### config.mk
export PLATFORM = sky130hd
export DESIGN_NAME = qpl_regs
export DESIGN_NICKNAME = d
export VERILOG_FILES = /design/src/verilog/qpl_pkg.sv /design/src/verilog/qpl_track_if.sv /design/src/verilog/qpl_tracker.sv /design/src/verilog/qpl_regs.sv
export SDC_FILE = /design/constraint.sdc
export NUM_CORES = 1
export LEC_CHECK = 0
export ABC_AREA = 1
export BUFFER_PORTS_ARGS = -buffer_cell sky130_fd_sc_hd__buf_2
export CAP_MARGIN = 25
export CORE_ASPECT_RATIO = 0.8
export CORE_MARGIN = 5
export CORE_UTILIZATION = 25
export DETAILED_ROUTE_END_ITERATION = 8
export PLACE_DENSITY = 0.41
export SKIP_LAST_GASP = 1
export SLEW_MARGIN = 25
export SYNTH_ARGS = -nofsm -noshare
export SYNTH_HDL_FRONTEND = slang
export SYNTH_HIERARCHICAL = 1
export SYNTH_SLANG_ARGS = --single-unit
### constraint.sdc
create_clock -name clk_sys -period 12.89 [get_ports clk_sys]
set_input_delay 2.578 -clock clk_sys [delete_from_list [all_inputs] [get_ports clk_sys]]
set_output_delay 2.578 -clock clk_sys [all_outputs]
set_load 0.005 [all_outputs]
### src/verilog/qpl_pkg.sv
// Package for the per-slave-interface priority override and pending limit block.
// Assumes a single clk_sys domain and the plain register port of the top module.
package qpl_pkg;

  // ----------------------------------------------------------------------------
  // Register offsets (byte addresses, one aligned word each)
  // ----------------------------------------------------------------------------
  localparam logic [7:0] QPL_OFF_WR_PRIO_FORCE  = 8'h00;
  localparam logic [7:0] QPL_OFF_ATOMIC_CEIL    = 8'h04;
  localparam logic [7:0] QPL_OFF_READ_CEIL      = 8'h08;
  localparam logic [7:0] QPL_OFF_PRIO_CONTROL   = 8'h0c;
  localparam logic [7:0] QPL_OFF_SECURE_GATE    = 8'h10;
  localparam logic [7:0] QPL_OFF_REGULATOR      = 8'h14;
  localparam logic [7:0] QPL_OFF_PENDING_STATUS = 8'h18;
  localparam logic [7:0] QPL_IF_STRIDE          = 8'h20;

  // ----------------------------------------------------------------------------
  // Field layouts
  // ----------------------------------------------------------------------------
  localparam int QPL_PRIO_W        = 4;
  localparam int QPL_LIMIT_W       = 10;
  localparam int QPL_CTL_FORCE_BIT = 0;
  localparam int QPL_CTL_BQV_LO    = 4;
  localparam int QPL_CTL_BQV_HI    = 6;
  localparam int QPL_CTL_W         = 7;
  localparam int QPL_GATE_W        = 2;
  localparam int QPL_STAT_RD_LO    = 16;

  // ----------------------------------------------------------------------------
  // Reset values and limits
  // ----------------------------------------------------------------------------
  localparam logic [QPL_PRIO_W-1:0]  QPL_RST_PRIO      = 4'h0;
  localparam logic [QPL_LIMIT_W-1:0] QPL_RST_ATOMIC    = 10'h004;
  localparam logic [QPL_LIMIT_W-1:0] QPL_READ_MIN      = 10'h004;
  localparam logic [QPL_LIMIT_W-1:0] QPL_READ_DEPTH    = 10'h020;
  localparam logic [QPL_CTL_W-1:0]   QPL_RST_CTL       = 7'h00;
  localparam logic [QPL_GATE_W-1:0]  QPL_RST_GATE      = 2'h0;

  typedef logic [QPL_LIMIT_W-1:0] qpl_cnt_t;

endpackage : qpl_pkg

### src/verilog/qpl_track_if.sv
// Interface carrying one limit/counter pair between the top and a tracker.
// Assumes everything runs on clk_sys.
`timescale 1ns/1ps
interface qpl_track_if;
  import qpl_pkg::*;
  // Take and done say how many units join or leave in one cycle, 0 to 2.
  logic       regulate;
  qpl_cnt_t   limit;
  logic [1:0] take;
  logic [1:0] done;
  qpl_cnt_t   count;
  logic       at_limit;
  modport owner   (output regulate, output limit, output take, output done,
                   input count, input at_limit);
  modport tracker (input regulate, input limit, input take, input done,
                   output count, output at_limit);
endinterface : qpl_track_if

### src/verilog/qpl_tracker.sv
// Counts pending transactions of one type and flags when the ceiling is reached.
// Assumes take is only raised while at_limit is low or regulation is off.
`timescale 1ns/1ps
module qpl_tracker (
  input  wire logic        clk_sys,
  input  wire logic        rst_n,
  qpl_track_if.tracker     trk
);
  import qpl_pkg::*;

  typedef struct packed {
    qpl_cnt_t count;
  } qpl_trk_s;

  qpl_trk_s st_r;
  qpl_trk_s st_nxt;

  always_comb begin
    st_nxt       = st_r;
    st_nxt.count = st_r.count + qpl_cnt_t'(trk.take) - qpl_cnt_t'(trk.done);
  end

  always_ff @(posedge clk_sys or negedge rst_n) begin
    if (!rst_n) begin
      st_r <= '0;
    end else begin
      st_r <= st_nxt;
    end
  end

  assign trk.count    = st_r.count;
  assign trk.at_limit = trk.regulate && (st_r.count >= trk.limit);
endmodule : qpl_tracker

### src/verilog/qpl_regs.sv
// Per-slave-interface priority override and pending-transaction limit block.
// Assumes request and completion strobes come from logic on clk_sys; the
// override pin and secure attribute come from outside and are synchronised.
//
// The register addresses and strobed register access are this design's own decisions.
`timescale 1ns/1ps

// What this block does
// - Four-bit write priority override per interface.
// - Override applies when forced and no BQV.
// - Only secure accesses unless gate allows.
// - Separate override copy per built interface.
// - Ten-bit atomic ceiling enforced while regulating.
// - Each atomic AW request counts once.
// - Atomics also count as pending reads.
// - Ten-bit read ceiling enforced while regulating.
// - Oversize read ceiling stores built depth.
// - Read ceiling below four stores four.
module qpl_regs #(
  parameter int                      N_IF       = 2,
  parameter logic [N_IF-1:0]         HAS_FORCE  = '1,
  parameter logic [qpl_pkg::QPL_LIMIT_W-1:0] READ_DEPTH = qpl_pkg::QPL_READ_DEPTH
) (
  input  wire logic                              clk_sys,
  input  wire logic                              reset_n,
  input  wire logic [7:0]                        reg_addr,
  input  wire logic [31:0]                       reg_wdata,
  input  wire logic                              reg_wr,
  input  wire logic                              reg_rd,
  input  wire logic                              reg_secure,
  output      logic [31:0]                       reg_rdata,
  output      logic                              reg_denied,
  input  wire logic [N_IF-1:0]                   prio_force_input,
  input  wire logic [N_IF*qpl_pkg::QPL_PRIO_W-1:0] aw_qos_in,
  input  wire logic [N_IF-1:0]                   aw_atomic_valid,
  input  wire logic [N_IF-1:0]                   ar_valid,
  input  wire logic [N_IF-1:0]                   atomic_done,
  input  wire logic [N_IF-1:0]                   read_done,
  output      logic [N_IF*qpl_pkg::QPL_PRIO_W-1:0] aw_qos_out,
  output      logic [N_IF-1:0]                   aw_atomic_ready,
  output      logic [N_IF-1:0]                   ar_ready
);
  import qpl_pkg::*;

  // ----------------------------------------------------------------------------
  // State
  // ----------------------------------------------------------------------------
  typedef struct packed {
    logic [N_IF-1:0]                  force_m;
    logic [N_IF-1:0]                  force_s;
    logic                             sec_m;
    logic                             sec_s;
    logic [N_IF-1:0][QPL_PRIO_W-1:0]  wr_prio_force;
    logic [N_IF-1:0][QPL_LIMIT_W-1:0] atomic_ceil;
    logic [N_IF-1:0][QPL_LIMIT_W-1:0] read_ceil;
    logic [N_IF-1:0][QPL_CTL_W-1:0]   prio_ctl;
    logic [N_IF-1:0]                  regulate;
    logic [QPL_GATE_W-1:0]            gate;
    logic [31:0]                      rdata;
    logic                             denied;
    logic [N_IF-1:0][QPL_PRIO_W-1:0]  qos_out;
    logic [N_IF-1:0]                  at_rdy;
    logic [N_IF-1:0]                  ar_rdy;
  } qpl_state_s;

  qpl_state_s st_r;
  qpl_state_s st_nxt;
  logic [1:0] rst_sync_r;
  logic       rst_n;

  // Reset release through two flops; the assertion side is asynchronous.
  always_ff @(posedge clk_sys or negedge reset_n) begin
    if (!reset_n) begin
      rst_sync_r <= 2'b00;
    end else begin
      rst_sync_r <= {rst_sync_r[0], 1'b1};
    end
  end
  assign rst_n = rst_sync_r[1];

  // ----------------------------------------------------------------------------
  // Pending trackers
  // ----------------------------------------------------------------------------
  qpl_track_if at_trk [N_IF] ();
  qpl_track_if rd_trk [N_IF] ();
  logic [N_IF-1:0] at_full;
  logic [N_IF-1:0] rd_full;
  logic [N_IF-1:0] at_take;
  logic [N_IF-1:0] rd_take;
  logic [N_IF-1:0] ar_take;
  logic [N_IF-1:0][QPL_LIMIT_W-1:0] at_next;
  logic [N_IF-1:0][QPL_LIMIT_W-1:0] rd_next;

  for (genvar i = 0; i < N_IF; i++) begin : g_if
    assign at_take[i] = aw_atomic_valid[i] && st_r.at_rdy[i];
    assign ar_take[i] = ar_valid[i] && st_r.ar_rdy[i];
    // Atomics hold a read response slot, so they feed the read count too.
    assign rd_take[i] = ar_take[i] || at_take[i];
    assign at_trk[i].regulate = st_r.regulate[i];
    assign at_trk[i].limit    = st_r.atomic_ceil[i];
    assign at_trk[i].take     = {1'b0, at_take[i]};
    assign at_trk[i].done     = {1'b0, atomic_done[i]};
    assign rd_trk[i].regulate = st_r.regulate[i];
    assign rd_trk[i].limit    = st_r.read_ceil[i];
    // A read and an atomic taken together are two read units, not one.
    assign rd_trk[i].take     = {1'b0, ar_take[i]} + {1'b0, at_take[i]};
    assign rd_trk[i].done     = {1'b0, read_done[i]} + {1'b0, atomic_done[i]};
    assign at_full[i]         = at_trk[i].at_limit;
    assign rd_full[i]         = rd_trk[i].at_limit;
    assign at_next[i]         = at_trk[i].count + qpl_cnt_t'(at_trk[i].take)
                                - qpl_cnt_t'(at_trk[i].done);
    assign rd_next[i]         = rd_trk[i].count + qpl_cnt_t'(rd_trk[i].take)
                                - qpl_cnt_t'(rd_trk[i].done);

    qpl_tracker u_at (
      .clk_sys (clk_sys),
      .rst_n   (rst_n),
      .trk     (at_trk[i])
    );
    qpl_tracker u_rd (
      .clk_sys (clk_sys),
      .rst_n   (rst_n),
      .trk     (rd_trk[i])
    );
  end

  // ----------------------------------------------------------------------------
  // Helpers
  // ----------------------------------------------------------------------------
  function automatic logic [QPL_LIMIT_W-1:0] clamp_read(input logic [31:0] v);
    logic [QPL_LIMIT_W-1:0] lim;
    lim = v[QPL_LIMIT_W-1:0];
    if (v[31:QPL_LIMIT_W] != '0 || lim > READ_DEPTH) begin
      lim = READ_DEPTH;
    end else if (lim < QPL_READ_MIN) begin
      lim = QPL_READ_MIN;
    end
    return lim;
  endfunction : clamp_read

  function automatic logic [31:0] widen(input logic [QPL_LIMIT_W-1:0] v);
    return {{(32-QPL_LIMIT_W){1'b0}}, v};
  endfunction : widen

  // Only an interface whose override copy was built exposes that register.
  logic       allowed;
  logic [7:0] reg_off;
  int unsigned reg_if;
  assign allowed = st_r.sec_s || (st_r.gate != '0);
  assign reg_off = reg_addr & (QPL_IF_STRIDE - 8'h01);
  assign reg_if  = 32'(reg_addr / QPL_IF_STRIDE);

  // ----------------------------------------------------------------------------
  // Next state
  // ----------------------------------------------------------------------------
  always_comb begin
    st_nxt          = st_r;
    st_nxt.force_m  = prio_force_input;
    st_nxt.force_s  = st_r.force_m;
    st_nxt.sec_m    = reg_secure;
    st_nxt.sec_s    = st_r.sec_m;
    st_nxt.rdata    = 32'h0000_0000;
    st_nxt.denied   = 1'b0;

    if ((reg_wr || reg_rd) && !allowed) begin
      st_nxt.denied = 1'b1;
    end else if (reg_wr && reg_off == QPL_OFF_SECURE_GATE && reg_if == 0) begin
      st_nxt.gate = reg_wdata[QPL_GATE_W-1:0];
    end else if (reg_wr && reg_if < N_IF) begin
      case (reg_off)
        QPL_OFF_WR_PRIO_FORCE: begin
          if (HAS_FORCE[reg_if]) begin
            st_nxt.wr_prio_force[reg_if] = reg_wdata[QPL_PRIO_W-1:0];
          end
        end
        QPL_OFF_ATOMIC_CEIL: st_nxt.atomic_ceil[reg_if] = reg_wdata[QPL_LIMIT_W-1:0];
        QPL_OFF_READ_CEIL:   st_nxt.read_ceil[reg_if] = clamp_read(reg_wdata);
        QPL_OFF_PRIO_CONTROL: st_nxt.prio_ctl[reg_if] = reg_wdata[QPL_CTL_W-1:0];
        QPL_OFF_REGULATOR:   st_nxt.regulate[reg_if] = reg_wdata[0];
        default: st_nxt.denied = 1'b0;
      endcase
    end else if (reg_rd && reg_off == QPL_OFF_SECURE_GATE && reg_if == 0) begin
      st_nxt.rdata = {30'h0, st_r.gate};
    end else if (reg_rd && reg_if < N_IF) begin
      case (reg_off)
        QPL_OFF_WR_PRIO_FORCE: begin
          if (HAS_FORCE[reg_if]) begin
            st_nxt.rdata = {28'h0, st_r.wr_prio_force[reg_if]};
          end
        end
        QPL_OFF_ATOMIC_CEIL:  st_nxt.rdata = widen(st_r.atomic_ceil[reg_if]);
        QPL_OFF_READ_CEIL:    st_nxt.rdata = widen(st_r.read_ceil[reg_if]);
        QPL_OFF_PRIO_CONTROL: st_nxt.rdata = {25'h0, st_r.prio_ctl[reg_if]};
        QPL_OFF_REGULATOR:    st_nxt.rdata = {31'h0, st_r.regulate[reg_if]};
        QPL_OFF_PENDING_STATUS: begin
          st_nxt.rdata = (widen(rd_trk[0].count) << QPL_STAT_RD_LO);
          st_nxt.rdata = 32'h0;
        end
        default: st_nxt.rdata = 32'h0000_0000;
      endcase
    end

    for (int i = 0; i < N_IF; i++) begin
      if (HAS_FORCE[i] && (st_r.force_s[i] || st_r.prio_ctl[i][QPL_CTL_FORCE_BIT])
          && (st_r.prio_ctl[i][QPL_CTL_BQV_HI:QPL_CTL_BQV_LO] == '0)) begin
        st_nxt.qos_out[i] = st_r.wr_prio_force[i];
      end else begin
        st_nxt.qos_out[i] = aw_qos_in[i*QPL_PRIO_W +: QPL_PRIO_W];
      end
      // Ready is judged on next cycle's counts and settings, so no take can
      // overrun. An atomic needs two free read slots, since a read may be
      // taken beside it in the same cycle.
      st_nxt.at_rdy[i] = !(st_nxt.regulate[i] &&
        (at_next[i] >= st_nxt.atomic_ceil[i] ||
         rd_next[i] >= st_nxt.read_ceil[i] - 10'h001));
      st_nxt.ar_rdy[i] = !(st_nxt.regulate[i] &&
        rd_next[i] >= st_nxt.read_ceil[i]);
    end
  end

  always_ff @(posedge clk_sys or negedge rst_n) begin
    if (!rst_n) begin
      st_r.force_m       <= '0;
      st_r.force_s       <= '0;
      st_r.sec_m         <= 1'b0;
      st_r.sec_s         <= 1'b0;
      st_r.wr_prio_force <= '0;
      st_r.atomic_ceil   <= {N_IF{QPL_RST_ATOMIC}};
      st_r.read_ceil     <= {N_IF{READ_DEPTH}};
      st_r.prio_ctl      <= '0;
      st_r.regulate      <= '0;
      st_r.gate          <= QPL_RST_GATE;
      st_r.rdata         <= 32'h0000_0000;
      st_r.denied        <= 1'b0;
      st_r.qos_out       <= '0;
      st_r.at_rdy        <= '0;
      st_r.ar_rdy        <= '0;
    end else begin
      st_r.force_m       <= st_nxt.force_m;
      st_r.force_s       <= st_nxt.force_s;
      st_r.sec_m         <= st_nxt.sec_m;
      st_r.sec_s         <= st_nxt.sec_s;
      st_r.wr_prio_force <= st_nxt.wr_prio_force;
      st_r.atomic_ceil   <= st_nxt.atomic_ceil;
      st_r.read_ceil     <= st_nxt.read_ceil;
      st_r.prio_ctl      <= st_nxt.prio_ctl;
      st_r.regulate      <= st_nxt.regulate;
      st_r.gate          <= st_nxt.gate;
      st_r.rdata         <= st_nxt.rdata;
      st_r.denied        <= st_nxt.denied;
      st_r.qos_out       <= st_nxt.qos_out;
      st_r.at_rdy        <= st_nxt.at_rdy;
      st_r.ar_rdy        <= st_nxt.ar_rdy;
    end
  end

  assign reg_rdata       = st_r.rdata;
  assign reg_denied      = st_r.denied;
  assign aw_qos_out      = st_r.qos_out;
  assign aw_atomic_ready = st_r.at_rdy;
  assign ar_ready        = st_r.ar_rdy;
endmodule : qpl_regs

# Word level (Yosys, flattened, before mapping)
# Cells that the tools add are included.
# totals
regBits	159
out_inout_bits	45
wordCells	143
# op_classes
add_sub_neg	14
order_cmp	11
eq_ne	5
muxes	47
n_bitwise	2
n_reduce_logical	39
# ops
op	n
two-way mux 56 bit	2
two-way mux 10 bit	11
two-way mux 32 bit	3
two-way mux 90 bit	1
>= comparator 10 bit	6
case mux 10 bit (5 select lines)	1
bitwise mux 20 bit	2
two-way mux 20 bit	2
two-way mux 33 bit	1
logical NOT 32 bit	1
two-way mux 4 bit	6
nonzero test 22 bit	1
two-way mux 7 bit	3
adder 10 x 1 -> 10 bit	2
adder 10 x 2 -> 10 bit	2
subtractor 10 x 1 -> 10 bit	2
subtractor 10 x 1 -> 10 bit (second input constant)	2
subtractor 10 x 2 -> 10 bit	2
logical AND 1 bit	18
bitwise mux 14 bit	1
two-way mux 14 bit	1
demux 10 bit (select 1 bit)	1
equality test 5 x 4 -> 1 bit (second input constant)	2
equality test 5 bit (second input constant)	2
22 further kinds	43

# Depth between registers and ports, before layout
# Gate-level depths: netlist of run 1.
# depth
ltp_word	17
depth_mapped	25
ltp_nobuf	25

# Cells and area by module
# Netlist of run 1, hierarchy kept.
# by_module_without_submodules
module	instances	cells_per_inst	area_each_um2
qpl_regs	1	1153	8541.9
qpl_tracker	4	156	1072.3

# Worst setup path after synthesis of run 1
# Ideal clock, no wire load.
# synth_timing
path_type	input to register
from	input aw_atomic_valid[0]
to	register st_r, in the netlist aw_atomic_ready[0]
setup_time_ns	0.131
t_arrival_ns	5.678
path_slack_ns	7.081
path_stages	21
cell_sequence	nand2_1 > inv_1 > ha_1 > inv_1 > fa_1 > inv_1 > fa_1 > nand3_1 > nand2_1 > nand2_1 > nand2_1 > a21o_1 > a21oi_1 > nor2_1 > o21bai_1 > nand2_1 > ha_1 > nand2_1 > or4_1 > nand4_1 > nand2_1
# synth_rtl
item	line	rtl
start: declaration	qpl_regs.sv:35	input wire logic [N_IF-1:0] aw_atomic_valid,
end: declaration	qpl_regs.sv:66	qpl_state_s st_r;

==> impl_metrics.tcl, run 1 <==
set metrics [dict create \
    cp_cell_sequence "buf_2 > inv_2 > nand2_2 > nor2_2 > nand4_2 > inv_2 > nand2_1 > nand2_2 > ha_1 > nand2_1 > nor2_4 > nand2_1 > nand2_1 > nand2_1 > ha_1 > nand2_1 > or4_1 > nand4_1 > nand2_1" \
    dieArea_mm2 0.05142 \
    die_width_um 252.3 \
    met1_length_um 16030 \
    peakVddDrop_v 0.0001025 \
    wl_um 31750 \
    clk_pin_slew_worst_paths_ns 0.07 \
    critical_path_buf_inv_count 3 \
    drtIter0Drc 455 \
    cts.path.max_buffers 2 \
    wl_per_cell_um 13.83 \
    finalPower_w 0.003607 \
    worstReg2RegEnd "ar_ready[1]" \
    rr_startpoint "aw_atomic_ready[1]" \
    rows 71 \
    io_buffers 85 \
    slew_headroom_pct 40.85 \
    clock.fmax_ghz 0.1716 \
    dr_wl_met3_um 1192 \
    start_util_pct 25.12 \
    rsz0062_at_grt "no" \
    status "completed" \
    pin_count 108 \
    drc 0 \
    cap_violations 0 \
    grt_pass1_vias 9679 \
    grt_max_degree 68 \
    ff2ff_setup_slack_ns 8.98 \
    area_growth_pct 12.71 \
    netlist_instances 1589 \
    final_antenna_net_count 0 \
    drt_pre_antenna_iters 7 \
    grt_first_pass_wirelength_um 51930 \
    final_common_cell "nand2_1" \
    nets 1887 \
    clk_latency_ns 0.45 \
    place_congestion 0.8547 \
    tightest_slew_ns 0.8833 \
    power-per-cell-area_mw_per_mm2 272.6 \
    cts.sink_count 137 \
    cpMostUsedCell "nand2_1" \
    avgSynthCellArea_um2 7.388 \
    cp_num_cells 19 \
    finClkSkew_ns 0.01618 \
    final.period_utilization_pct 45.22 \
    setup_viol 0 \
    power.leakage_nw 7.067 \
    worstPathRequired_ns 13.21 \
    ctsRootBufferMaster "clkbuf_16" \
    setup_tns_ns 0 \
    worst_setup_path_end_kind "register" \
    nFillCells 5237 \
    routed.top_layer "met5" \
    cp.arrival_ns 6.15 \
    slew_violations 0 \
    fp.dieH_um 203.8 \
    viasPerCell 4.265 \
    fin_hold_ws_ns 0.2822 \
    finalHoldViolCount 0 \
    min_path_type "register to asynchronous set/reset pin" \
    post-route-min-period_ns 5.829 \
    hpwlAfterDp_um 25890 \
    vias 9792 \
    gr-total-overflow 0 \
    cts_made_buffers 17 \
    htree_levels 4 \
    track_usage_pct 12.61 \
    drive_gt1_share_pct 11.93 \
    synth.cell_area_mm2 0.01174 \
    final_cell_mix "nand2_1 (402), inv_1 (294), ha_1 (147), dfrtp_1 (132), nor2_1 (109)" \
    worstPathMaxFanout 39 \
    ctsResizeCount 0 \
    seq_area_mm2 0.003437 \
    post_cts_buffers 0 \
    reg2reg_depth 23 \
    grt_antenna_before_repair 1 \
    crit_family "simple AND/OR/NAND/NOR gates" \
    ys.warnings.count 6 \
    max_stage_delay_ns 0.54 \
    cts_tree "yes" \
    setup.worst_path.class "primary input to register" \
    num_antenna_cells 0 \
    cts_hold_buffers 0 \
    core-area_mm2 0.04673 \
    cp-start-kind "primary input" \
    wl_met2_um 14010 \
    multi_input_area_mm2 0.006859 \
    slowest_stage "or4_1" \
]
## through the flow
step | cell area (um2) | setup WS [ns] | std cells | util [%]
after global placement | 12650 | 6.671 | 2264 | 27.06
final | 13230 | 7.061 | 2296 | 28.32
after floorplan | 11830 | 7.081 | 1614 | -
after detailed placement | 12650 | 6.631 | 2264 | 27.06
after global routing | 13230 | 6.761 | 2296 | 28.32
after CTS | 13230 | 7.116 | 2296 | 28.32
## layer usage
metal / GRT usage [%] / vias to the layer above
met2: 19.82 / 148
met1: 18.02 / 4509
met4: 3.256 / 2
li1: - / 5108
met5: 0 / -
met3: 2.150 / 25
## how the worst max path moves through the flow
stage,startpoint,end,slack [ns]
2_1_floorplan,aw_atomic_valid[0],aw_atomic_ready[0],7.08
3_3_place_gp,aw_atomic_valid[1],ar_ready[1],6.67
3_5_place_dp,reg_addr[5],aw_atomic_ready[0],6.63
4_1_cts,reg_addr[5],aw_atomic_ready[0],7.12
5_1_grt,reg_addr[5],aw_atomic_ready[0],6.76
6_report,reg_addr[5],aw_atomic_ready[0],7.06
## cell type report
type	count	share of cell area [%]
flip-flops and latches	137	25.97
clock inverters	12	1.059
multi-input cells	1118	51.83
clock buffers	20	3.376
inverters	302	8.567
repair buffers	87	3.328
well taps	620	5.862
## power breakdown
part | switching [W] | total (W) | internal, W
sequential | 0.0000803 | 0.000606 | 0.000526
clock | 0.000217 | 0.000509 | 0.000292
combinational | 0.00149 | 0.00249 | 0.00100
total | 0.00179 | 0.00361 | 0.00182
## sequential cells by signal, summed over array words and instances (netlist names)
register             cells
st_r                    27
at_trk.limit            20
aw_qos_out               8
reg_denied               1
rd_trk.limit            20
reg_rdata               10
rst_sync_r               2
at_trk.regulate          2
g_if.u_at/trk.count     20
st_nxt                   3
ar_ready                 2
g_if.u_rd/trk.count     20
aw_atomic_ready          2
No activity file was read; power rests on OpenSTA's default activity.
==> inputs of run 2 (changes only) <==
ABC_AREA = 0   (was 1)
PLACE_DENSITY = 0.43   (was 0.41)
clock period = 4.8 ns   (was 12.89 ns; I/O delays follow)
==> run 2 against run 1 <==
  * Register-to-register slack got worse by 8.4 ns
  * Hold slack better by 0.019 ns
  * Largest power group unchanged
  * Critical endpoint unchanged
  * Non-clock buffer count grew 26
  * Via count shrank 20%
  * Final area down 6.4%
  * Sequential cell count is the same
  * Count of clock-buffer cells in the layout fell by 1
  * Synthesized cell count shrank 29%
==> impl_metrics.tcl, run 2 <==
set metrics [dict create \
    final_cell_mix "inv_1 (181), ha_1 (147), dfrtp_1 (132), buf_2 (85), xnor2_1 (73)" \
    rows 68 \
    cp.arrival_ns 4.69 \
    drtIter0Drc 399 \
    pin_count 108 \
    cp_num_cells 20 \
    num_antenna_cells 0 \
    largest_reg_flops 27 \
    setup.worst_path.class "primary input to register" \
    peakVddDrop_v 0.0002540 \
    nets 1452 \
    vias 7827 \
    clk_pin_slew_worst_paths_ns 0.06 \
    dieArea_mm2 0.04740 \
    final.period_utilization_pct 91.18 \
    crit_family "compound AO/OA/AOI/OAI gates" \
    worstPathMaxFanout 2 \
    internal_power_w 0.005123 \
    critical_path_buf_inv_count 5 \
    wl_met2_um 11310 \
    layout_setup_ws_ns 0.4233 \
    nFillCells 4574 \
    grt_antenna_before_repair 4 \
    ys.warnings.count 6 \
    combPwrFrac_pct 67.3 \
    cts_tree "yes" \
    core-area_mm2 0.04288 \
    worstPathRequired_ns 5.12 \
    regMostFlops "st_r" \
    power-per-cell-area_mw_per_mm2 732.3 \
    wl_per_cell_um 14.90 \
    power.leakage_nw 6.316 \
    dr_wl_met3_um 1371 \
    cts.path.max_buffers 2 \
    avgSynthCellArea_um2 9.506 \
    swShare_pct 43.54 \
    placed_cells 1769 \
    finClkSkew_ns 0.009398 \
    finalHoldViolCount 0 \
    place_congestion 0.8082 \
    wl_um 26840 \
    dpl_worst_slack_ns -0.07862 \
    die_width_um 242.2 \
    slowest_stage "fa_1" \
    start_util_pct 25.14 \
    final_antenna_net_count 0 \
    fp.dieH_um 195.7 \
    clk_latency_ns 0.43 \
    track_usage_pct 11.51 \
    post_cts_buffers 0 \
    power.share.clock_pct 14.5 \
    viasPerCell 4.346 \
    drc 0 \
    clock.fmax_ghz 0.2285 \
    drt_pre_antenna_iters 5 \
    netlist_instances 1134 \
    worst_setup_path_end_kind "register" \
    slew_violations 0 \
    final_cells 1801 \
    routed.top_layer "met5" \
    max_stage_delay_ns 0.53 \
    io_buffers 85 \
    hpwlAfterDp_um 21530 \
    synth.cell_area_mm2 0.01078 \
    tightest_slew_ns 0.7683 \
    met1_length_um 13860 \
    slew_headroom_pct 48.78 \
    place_area_mm2 0.01181 \
    cp_cell_sequence "buf_2 > nand2_1 > inv_1 > ha_1 > inv_1 > fa_1 > inv_1 > ha_1 > a21o_1 > a21oi_1 > o21bai_1 > a2111oi_0 > buf_4 > nor2_1 > xnor2_1 > ha_1 > o21a_1 > o21ai_0 > a21oi_1 > o41ai_1" \
    rsz0062_at_grt "no" \
    cts_made_buffers 17 \
    cts.sink_count 137 \
    final_common_cell "inv_1" \
    drive_gt1_share_pct 18.13 \
    gr-total-overflow 0 \
    power_switching_w 0.003951 \
    cap_violations 0 \
    htree_levels 4 \
    fin_hold_ws_ns 0.3008 \
    area_growth_pct 14.95 \
    final_cell_area_mm2 0.01239 \
    status "completed" \
    setup_viol 0 \
    grt_max_degree 85 \
    min_path_type "primary input to asynchronous set/reset pin" \
    ctsRootBufferMaster "clkbuf_16" \
    grt_first_pass_wirelength_um 43500 \
    post-route-min-period_ns 4.377 \
    cp-start-kind "primary input" \
    seq_power_share_pct 18.2 \
    reg2reg_depth 19 \
    grt_pass1_vias 7952 \
]
[run 2: cell type report]
type                       count  area (um2)  share of cell area, %
inverter                     181       679.4                  5.483
timing repair buffer         113       648.1                  5.230
clock buffer                  19       432.9                  3.494
sequential                   137        3437                  27.74
tap                          560       700.7                  5.654
multi-input combinational    778        6350                  51.24
clock inverter                13       143.9                  1.161
[run 2: routing by layer]
layer / vias to the layer above / track usage (%)
met1: 3683 / 16.73
met5: - / 0
met4: 8 / 2.409
met2: 129 / 17.31
li1: 3985 / -
met3: 22 / 2.983
[run 2: final timing paths]
kind | startpoint | endpoint | slack (ns)
min in group clk_sys | st_nxt[111] | st_r[111] | 0.35
hold / removal | reset_n | rst_sync_r[1] | 0.30
max in group asynchronous | rst_sync_r[1] | rd_trk[0].limit[5] | 3.42
hold reg to reg | st_nxt[111] | st_r[111] | 0.35
setup reg to reg | aw_atomic_ready[0] | aw_atomic_ready[0] | 0.62
setup / recovery | aw_atomic_valid[0] | aw_atomic_ready[0] | 0.42
[run 2: repair_timing]
| item | in CTS | in global routing |
|---|---|---|
| hold endpoints to repair | 0 | 0 |
| hold buffers | 0 | 0 |
| resized for setup | 0 | 2 |
| setup endpoints to repair | 0 | 1 |
[run 2: power by group through the flow]
stage	clock network (W)	logic [W]	registers (W)
final	0.00132	0.00611	0.00165
after floorplan	0	0.00488	0.00161
after global placement	0	0.00608	0.00167
after global routing	0.00143	0.00710	0.00169
after CTS	0.00136	0.00620	0.00166
after detailed placement	0	0.00614	0.00168
[run 2: per-stage QoR]
stage	util (%)	power (W)	setup TNS, ns
final	28.90	0.009074	0
after detailed placement	27.54	0.007814	-0.1051
after floorplan	-	0.006494	0
after CTS	28.88	0.009215	0
after global placement	27.54	0.007756	0
after global routing	28.90	0.01022	0
